File: config.mk
export PLATFORM = sky130hd
export DESIGN_NAME = pipe_tx_channel
export DESIGN_NICKNAME = d
export VERILOG_FILES = /design/src/shared/pipe_tx_pkg.sv /design/src/verilog/pipe_tx_channel.sv /design/src/verilog/reset_ack_tracker.sv
export SDC_FILE = /design/constraint.sdc
export NUM_CORES = 1
export LEC_CHECK = 0
export ABC_AREA = 1
export ABC_CLOCK_PERIOD_IN_PS = 2500
export BUFFER_PORTS_ARGS = -buffer_cell sky130_fd_sc_hd__buf_2
export CAP_MARGIN = 25
export CORE_ASPECT_RATIO = 1.4
export CORE_UTILIZATION = 30
export DETAILED_ROUTE_END_ITERATION = 6
export MAX_ROUTING_LAYER = met4
export SKIP_CTS_REPAIR_TIMING = 1
export SLEW_MARGIN = 20
export SYNTH_ARGS = -nofsm -noshare
export SYNTH_HDL_FRONTEND = slang
export SYNTH_SLANG_ARGS = --single-unit
export TNS_END_PERCENT = 20
File: constraint.sdc
create_clock -name clk -period 2.5 [get_ports clk]
set_clock_uncertainty 0.15 [all_clocks]
set_input_delay 0.75 -clock clk [delete_from_list [all_inputs] [get_ports clk]]
set_output_delay 0.75 -clock clk [all_outputs]
set_load 0.02 [all_outputs]
File: src/shared/pipe_tx_pkg.sv
package pipe_tx_pkg;

  // ==========================================================
  // Register map (byte addresses, one word each)
  localparam logic [7:0] ADDR_CTRL = 8'h00;
  localparam logic [7:0] ADDR_STATUS = 8'h04;
  localparam logic [7:0] ADDR_RATE = 8'h08;

  // ==========================================================
  // Control register fields
  localparam int CTRL_WIDTH_LSB = 0;   // Lane width code, 3 bits
  localparam int CTRL_MANUAL_BIT = 3;  // Manual bonding master select
  localparam int CTRL_MASTER_LSB = 4;  // Manual master index, 5 bits
  localparam int CTRL_RATE_LSB = 9;    // Link rate code, 2 bits
  localparam int CTRL_FIRST_LSB = 11;  // Physical bank slot of lane 0, 3 bits
  localparam int CTRL_PLLSEL_BIT = 14; // TX PLL clock input select

  // Status register fields
  localparam int ST_CGB_ACK_BIT = 0;
  localparam int ST_ANA_ACK_BIT = 1;
  localparam int ST_PCS_ACK_BIT = 2;
  localparam int ST_LOCK_BIT = 3;
  localparam int ST_PLL_BUSY_BIT = 4;
  localparam int ST_TX_BUSY_BIT = 5;
  localparam int ST_PLACE_OK_BIT = 6;
  localparam int ST_MASTER_LSB = 8;    // 5 bits
  localparam int ST_INPUTS_LSB = 16;   // 2 bits

  // ==========================================================
  // Lane widths and link rates
  typedef enum logic [2:0] {W_X1, W_X2, W_X4, W_X8, W_X16} width_t;
  typedef enum logic [1:0] {GEN1, GEN2, GEN3} rate_t;

  localparam logic [13:0] GEN1_MBPS = 14'h09C4;  // 2.5 Gbps
  localparam logic [13:0] GEN2_MBPS = 14'h1388;  // 5 Gbps
  localparam logic [13:0] GEN3_MBPS = 14'h1F40;  // 8 Gbps

  localparam logic [4:0] MASTER_X1 = 5'h00;
  localparam logic [4:0] MASTER_X2 = 5'h01;
  localparam logic [4:0] MASTER_X4 = 5'h02;
  localparam logic [4:0] MASTER_X8 = 5'h04;
  localparam logic [4:0] MASTER_X16 = 5'h08;

  localparam logic [2:0] BANK_SLOTS = 3'h6;      // Channels per bank
  localparam logic [2:0] MASTER_SLOT_A = 3'h1;
  localparam logic [2:0] MASTER_SLOT_B = 3'h4;

  localparam logic [1:0] PLL_INPUTS_ONE = 2'h1;
  localparam logic [1:0] PLL_INPUTS_TWO = 2'h2;

  // ==========================================================
  // Settling and calibration times, in clock cycles
  localparam int CGB_SETTLE_CYCLES = 4;
  localparam int ANALOG_SETTLE_CYCLES = 4;
  localparam int PCS_SETTLE_CYCLES = 4;
  localparam logic [11:0] LOCK_CYCLES = 12'h020;
  localparam logic [11:0] PLL_CAL_CYCLES = 12'h040;
  localparam logic [11:0] TX_CAL_CYCLES = 12'h030;

endpackage : pipe_tx_pkg

File: src/verilog/pipe_tx_channel.sv
// ==========================================================
// Summary of operation
// Controller asserts clock-gen reset, awaits acknowledge.
// Controller asserts both holds when calibration idle.
// Controller waits for both reset acknowledges high.
// Analog acknowledge rises once PMA held.
// Controller drops analog hold after PCS acknowledge.
// Analog acknowledge falls once PMA released.
// Controller waits analog acknowledge low.
// Controller drops clock-gen reset, awaits acknowledge drop.
// PCS hold released minimum interval after lock.
// Sequence ends when PCS acknowledge low.
// Vendor controller digital resets set manual.
// Avoid resetting PLL and channels in PIPE.
// OR calibration busy unless dedicated input.
// Bonding master index 0,1,2,4,8 by width.
// Auto master is middle lane, slot 1/4.
// Power up Gen1; Gen3 runs 8 Gbps.
// Single-lane Gen3 has two PLL inputs; select 0.
// Analog hold gated by clock-gen acknowledge.
// Lock seen is lock and not clock-gen acknowledge.
// Controller steps singly, busy until done.
//
// Implementation choices: the placing of the registers and the address-and-strobe port.
`timescale 1ns/1ps
module pipe_tx_channel
  import pipe_tx_pkg::*;
(
  input wire logic clk,
  input wire logic reset,
  input wire logic [7:0] addr,
  input wire logic [31:0] wdata,
  input wire logic wr,
  input wire logic rd,
  output logic [31:0] rdata,
  input wire logic clock_gen_block_reset,
  input wire logic tx_analog_hold,
  input wire logic tx_pcs_hold,
  output logic clock_gen_block_reset_ack,
  output logic tx_analog_reset_ack,
  output logic tx_pcs_reset_ack,
  output logic pll_locked,
  output logic pll_cal_busy,
  output logic tx_cal_busy,
  output logic [4:0] bonding_master_index,
  output logic [1:0] tx_pll_input_count,
  output logic tx_pll_input_sel,
  output logic [1:0] rate_negotiation_unit_rate,
  output logic [13:0] lane_rate_mbps
);

  // ==========================================================
  // Helper functions
  function automatic logic [4:0] auto_master(input logic [2:0] code);
    case (code)
      W_X1: auto_master = MASTER_X1;
      W_X2: auto_master = MASTER_X2;
      W_X4: auto_master = MASTER_X4;
      W_X8: auto_master = MASTER_X8;
      W_X16: auto_master = MASTER_X16;
      default: auto_master = MASTER_X1;
    endcase
  endfunction : auto_master

  function automatic logic [13:0] rate_mbps(input logic [1:0] code);
    case (code)
      GEN2: rate_mbps = GEN2_MBPS;
      GEN3: rate_mbps = GEN3_MBPS;
      default: rate_mbps = GEN1_MBPS;
    endcase
  endfunction : rate_mbps

  // ==========================================================
  // Control register
  logic [2:0] width_q;
  logic manual_q;
  logic [4:0] manual_master_q;
  logic [1:0] rate_q;
  logic [2:0] first_slot_q;
  logic pll_sel_q;
  logic [31:0] rdata_q;

  // Decode of the register port
  logic wr_ctrl;
  logic [2:0] width_w;
  logic [1:0] rate_w;
  logic single_gen3;
  logic sel_allowed;
  assign wr_ctrl = wr && (addr == ADDR_CTRL);
  assign width_w = wdata[CTRL_WIDTH_LSB +: 3];
  assign rate_w = wdata[CTRL_RATE_LSB +: 2];
  assign single_gen3 = (width_q == W_X1) && (rate_q == GEN3);
  // The second PLL input exists only on a single-lane Gen3 channel
  assign sel_allowed = (width_w == W_X1) && (rate_w == GEN3);

  // Rate survives every reset hold so the rate negotiation unit state is
  // kept; only the block reset brings the link back to Gen1
  always_ff @(posedge clk) begin
    if (reset) begin
      width_q <= W_X1;
      manual_q <= 1'b0;
      manual_master_q <= MASTER_X1;
      rate_q <= GEN1;
      first_slot_q <= 3'h0;
      pll_sel_q <= 1'b0;
    end else if (wr_ctrl) begin
      width_q <= (width_w > W_X16) ? width_q : width_w;
      manual_q <= wdata[CTRL_MANUAL_BIT];
      manual_master_q <= wdata[CTRL_MASTER_LSB +: 5];
      rate_q <= (rate_w > GEN3) ? rate_q : rate_w;
      first_slot_q <= (wdata[CTRL_FIRST_LSB +: 3] < BANK_SLOTS) ?
                      wdata[CTRL_FIRST_LSB +: 3] : first_slot_q;
      pll_sel_q <= wdata[CTRL_PLLSEL_BIT] && sel_allowed;
    end
  end

  // ==========================================================
  // Bonding master and bank placement
  logic [4:0] master_w;
  logic [5:0] phys_sum;
  logic [2:0] master_slot;
  logic placement_ok;
  assign master_w = manual_q ? manual_master_q : auto_master(width_q);
  // Lane 0 sits at first_slot_q; the master lands master_w slots above, wrapping at BANK_SLOTS
  assign phys_sum = 6'(first_slot_q) + 6'(master_w);
  assign master_slot = 3'(phys_sum % 6'(BANK_SLOTS));
  // A bonding master outside slot 1 or 4 cannot drive the bonding clocks
  assign placement_ok = (master_slot == MASTER_SLOT_A) ||
                        (master_slot == MASTER_SLOT_B);
  assign bonding_master_index = master_w;

  // ==========================================================
  // Lane rate and PLL inputs
  assign rate_negotiation_unit_rate = rate_q;
  assign lane_rate_mbps = rate_mbps(rate_q);
  assign tx_pll_input_count = single_gen3 ? PLL_INPUTS_TWO : PLL_INPUTS_ONE;
  assign tx_pll_input_sel = pll_sel_q && single_gen3;

  // ==========================================================
  // Reset acknowledge trackers
  reset_ack_tracker #(
    .SETTLE(CGB_SETTLE_CYCLES)
  ) u_cgb_ack (
    .clk(clk),
    .reset(reset),
    .req(clock_gen_block_reset),
    .ack_q(clock_gen_block_reset_ack)
  );

  // The analog acknowledge reports the PMA state, not the hold request
  reset_ack_tracker #(
    .SETTLE(ANALOG_SETTLE_CYCLES)
  ) u_ana_ack (
    .clk(clk),
    .reset(reset),
    .req(tx_analog_hold),
    .ack_q(tx_analog_reset_ack)
  );

  reset_ack_tracker #(
    .SETTLE(PCS_SETTLE_CYCLES)
  ) u_pcs_ack (
    .clk(clk),
    .reset(reset),
    .req(tx_pcs_hold),
    .ack_q(tx_pcs_reset_ack)
  );

  // ==========================================================
  // Calibration after reset and PLL lock
  logic [11:0] cal_cnt_q;
  logic [11:0] lock_cnt_q;
  logic locked_q;
  logic cal_running;
  logic lock_settled;
  assign cal_running = (cal_cnt_q != PLL_CAL_CYCLES);
  assign lock_settled = (lock_cnt_q == LOCK_CYCLES);
  assign pll_cal_busy = cal_running;
  assign tx_cal_busy = (cal_cnt_q < TX_CAL_CYCLES);

  // Calibration runs once after reset; lock is lost while the clock
  // generation block is in reset and comes back after a settle time
  always_ff @(posedge clk) begin
    if (reset) begin
      cal_cnt_q <= 12'h000;
      lock_cnt_q <= 12'h000;
      locked_q <= 1'b0;
    end else begin
      if (cal_running) begin
        cal_cnt_q <= cal_cnt_q + 12'h001;
      end
      if (clock_gen_block_reset_ack || cal_running) begin
        lock_cnt_q <= 12'h000;
        locked_q <= 1'b0;
      end else if (!lock_settled) begin
        lock_cnt_q <= lock_cnt_q + 12'h001;
      end else begin
        locked_q <= 1'b1;
      end
    end
  end
  assign pll_locked = locked_q;

  // ==========================================================
  // Register read path
  logic [31:0] ctrl_word;
  logic [31:0] status_word;
  logic [31:0] read_mux;
  assign ctrl_word = {17'h00000, pll_sel_q, first_slot_q, rate_q,
                      manual_master_q, manual_q, width_q};
  assign status_word = {14'h0000, tx_pll_input_count, 3'h0, master_w, 1'b0,
                        placement_ok, tx_cal_busy, pll_cal_busy, locked_q,
                        tx_pcs_reset_ack, tx_analog_reset_ack,
                        clock_gen_block_reset_ack};
  // Unmapped addresses read as zero
  assign read_mux = (addr == ADDR_CTRL) ? ctrl_word :
                    (addr == ADDR_STATUS) ? status_word :
                    (addr == ADDR_RATE) ? {18'h00000, lane_rate_mbps} :
                    32'h00000000;

  // Read data stand only in the cycle after the strobe
  always_ff @(posedge clk) begin
    if (reset) begin
      rdata_q <= 32'h00000000;
    end else begin
      rdata_q <= rd ? read_mux : 32'h00000000;
    end
  end
  assign rdata = rdata_q;
endmodule : pipe_tx_channel

File: src/verilog/reset_ack_tracker.sv
`timescale 1ns/1ps
module reset_ack_tracker #(
  parameter int SETTLE = 4
) (
  input wire logic clk,
  input wire logic reset,
  input wire logic req,
  output logic ack_q
);

  // ==========================================================
  // Settling counter
  logic [7:0] cnt_q;
  logic [7:0] cnt_d;
  logic mismatch;
  logic settled;

  // The block only reports a change once the request held steady long
  // enough; a glitch on the request restarts the count
  assign mismatch = (req != ack_q);
  assign settled = (cnt_q == 8'(SETTLE - 1));
  assign cnt_d = (mismatch && !settled) ? cnt_q + 8'h01 : 8'h00;

  always_ff @(posedge clk) begin
    if (reset) begin
      cnt_q <= 8'h00;
      ack_q <= 1'b0;
    end else begin
      cnt_q <= cnt_d;
      if (mismatch && settled) begin
        ack_q <= req;
      end
    end
  end

endmodule : reset_ack_tracker

==> key figures <==
Run status
  – Outcome: finished clean

Drt
  – Total Wirelength: 9650 µm
  – DRC errors left: 0
  – WL per Instance: 11.8 µm
  – Post-DRT Antenna Nets: 0
  – Vias per std cell: 4.44
  – Drt initial violations: 127
  – Via count: 3644
  – First drt pass iteration count: 4

GRT
  – Number of global-route vias before repair: 3420
  – Initial antenna violation count: 0
  – Largest net degree at the start of global routing: 25
  – First-pass GRT wire length: 15700 µm
  – Global route overflow: 0
  – Total track usage: 15.0%

Yosys
  – Post-synth EDFFs: 0
  – Synth Warn #: 0
  – Post-synthesis sequential area ratio: 41.1%
  – Synth Cell Area: 4100 µm²
  – Most frequent cell after synthesis: inv_1
  – Synth Flop Type: dfxtp_1
  – Dominant cell type by area after synthesis: dfxtp_1
  – Cells taking the most area after synthesis: dfxtp_1 41%, inv_1 8.9%, nand2_1 6.9%
  – Post-synthesis async set-or-reset flop share: 0%
  – Syn Area/Cell: 7.54 µm²
  – Synth unique cells: 46
  – Commonest cells in the netlist: 97 x inv_1, 84 x dfxtp_1, 75 x nand2_1
  – #FFs+latches synth: 84
  – Cell count after synthesis: 543
  – Post-synth top area share: 41.1%

STA
  – Setup TNS: 0 ps
  – Final worst slack: 30.5 ps
  – Final hold vios: 0
  – Slew Viols, Final: 0
  – RSZ-0062 raised after global routing: yes
  – FMAX: 405 MHz
  – Hold_ws: 296 ps
  – Final worst path period share: 98.8%
  – Final setup violation count: 0
  – Period minus WS final: 2470 ps

CTS
  – CTS tree: yes
  – TritonCTS Sinks: 84
  – CTS buffer count: 9
  – Worst-Skew Late Latency: 340 ps
  – Reg clk slew, reported paths: 60 ps
  – Root Buffer: clkbuf_16
  – Longest Clk Path Bufs: 2
  – H-tree depth: 3

Floorplanning
  – # rows: 50
  – Core outline area: 13300 µm²
  – DIE AREA: 14100 µm²
  – Die width: 101 µm
  – Initial Util: 30.7%
  – Die Height: 140 µm
  – # IOs: 109

Critical path
  – CP max FO: 4
  – Crit end category: flip-flop
  – Crit path kind: flip-flop to flip-flop
  – R2r endpoint: rdata[6]
  – Req. time, crit path: 2580 ps
  – RR Startpoint: manual_q
  – Worst EP arrival: 2550 ps
  – Critical Path Start Type: flip-flop
  – Reg-to-reg setup timing slack: 30 ps
  – FF-to-FF path depth: 18

Layout
  – Nets: 696
  – Fraction of layout cells with a size suffix above 1: 22.7%
  – Non-Filler Instances: 820
  – P&R area growth vs syn: 24.0%
  – Footprint of the multi-input gates: 1960 µm²
  – ANT cells: 0
  – FF+latch area: 1680 µm²
  – Fillcell total: 1390

Pwr
  – Peak supply drop: 0.264 mV
  – PwrDens: 567 nW/µm²
  – Pleak: 2.08 nW

Placed design
  – GP Congestion: 0.832
  – HPWL Detailed: 7750 µm
  – Port Buffers: 70
  – Dpl cells: 805
  – Worst slack, placed: -21.9 ps

Hold path
  – Hold EP: u_pcs_ack.cnt_q[0]
  – Hold path cells: 1
  – Hold Path Origin: u_pcs_ack.cnt_q[0]
  – Hold Path Class: flip-flop to flip-flop

Job
  – Max-cap violations: 0
## cells in the final DEF, fill, tap and decap left out, types with 9 or more instances in the layout
cell type	netlist	routed
conb_1	2	21
clkbuf_16	0	9
nand3_1	24	20
nor2_1	48	47
o21ai_0	30	27
dfxtp_1	84	82
a21oi_1	44	44
inv_1	97	94
ha_1	13	12
nand2_1	75	74
buf_4	24	19
xor2_1	9	9
nand4_1	14	14
nor3_1	10	10
buf_2	1	70
## critical path, cell delays in order, from the launching register on
cell	delay [ps]
dfxtp_2	350
inv_4	50
buf_4	150
o21ai_1	250
ha_1	330
nand2_1	80
nand3_1	100
inv_1	60
nand2_1	50
nand2_1	130
nand4_1	190
nand2_1	130
nand2_1	50
nand2_1	50
nand2_1	50
inv_1	50
nand2_1	50
nand3_2	60
a21oi_2	50
## sequential cells by signal, summed over array words and instances (netlist names)
signal                      cells
pll_sel_q                       1
first_slot_q                    3
u_ana_ack.ack_q                 1
manual_master_q                 5
u_cgb_ack.cnt_q                 8
u_ana_ack.cnt_q                 8
pll_locked                      1
lock_cnt_q                     12
width_q                         3
rdata                          17
u_pcs_ack.cnt_q                 8
cal_cnt_q                      12
u_cgb_ack.ack_q                 1
u_pcs_ack.ack_q                 1
rate_negotiation_unit_rate      2
manual_q                        1
## cells by family after synthesis
logic type               Yosys count  synth area share (%)
buffers and inverters            130                  14.1
XOR/XNOR                          12                  2.57
AND/OR/NAND/NOR                  203                  24.2
other                              2                 0.183
AO/OA/AOI/OAI                     98                  13.4
flip-flops                        84                  41.1
adder cells (fa/ha/maj)           14                  4.46
## routing by layer
layer,part of all wire [%],track usage (%),vias up
met5,0,-,-
met4,2.6,7.48,0
met3,5.0,3.19,20
met2,49,25.0,78
met1,43,16.7,1644
li1,-,-,1902
## layout make-up
type                       instances  share of cell area (%)
sequential                        84                    33.2
multi-input combinational        348                    38.6
clock buffer                      12                    4.85
clock inverter                     2                    1.18
tap                              182                    4.48
timing repair buffer              90                    10.1
inverter                         102                    7.59
## power by group
| group | internal (mW) | switching (mW) |
|---|---|---|
| Combinational | 0.0431 | 0.0897 |
| Sequential | 1.35 | 0.00833 |
| Clock | 0.891 | 0.496 |
| Total | 2.28 | 0.594 |
## worst max path at each step
stage,from,end,slack [ps],cells past startpoint
2_1_floorplan,manual_q,rdata[6],20,16
6_report,manual_q,rdata[6],30,18
3_3_place_gp,width_q[0],rdata[6],20,14
3_5_place_dp,width_q[0],rdata[6],-20,14
4_1_cts,rate_negotiation_unit_rate[0],tx_pll_input_sel,-80,5
5_1_grt,manual_q,rdata[6],-150,18
## stage by stage
step | power [mW] | util [%] | area [µm²]
floorplan | 1.49 | - | 4180
global placement | 1.52 | 35.4 | 4720
detailed placement | 1.52 | 35.4 | 4720
CTS | 2.92 | 37.7 | 5020
global route | 3.00 | 38.1 | 5080
finish | 2.88 | 38.1 | 5080
(Power assumes the default switching activity.)
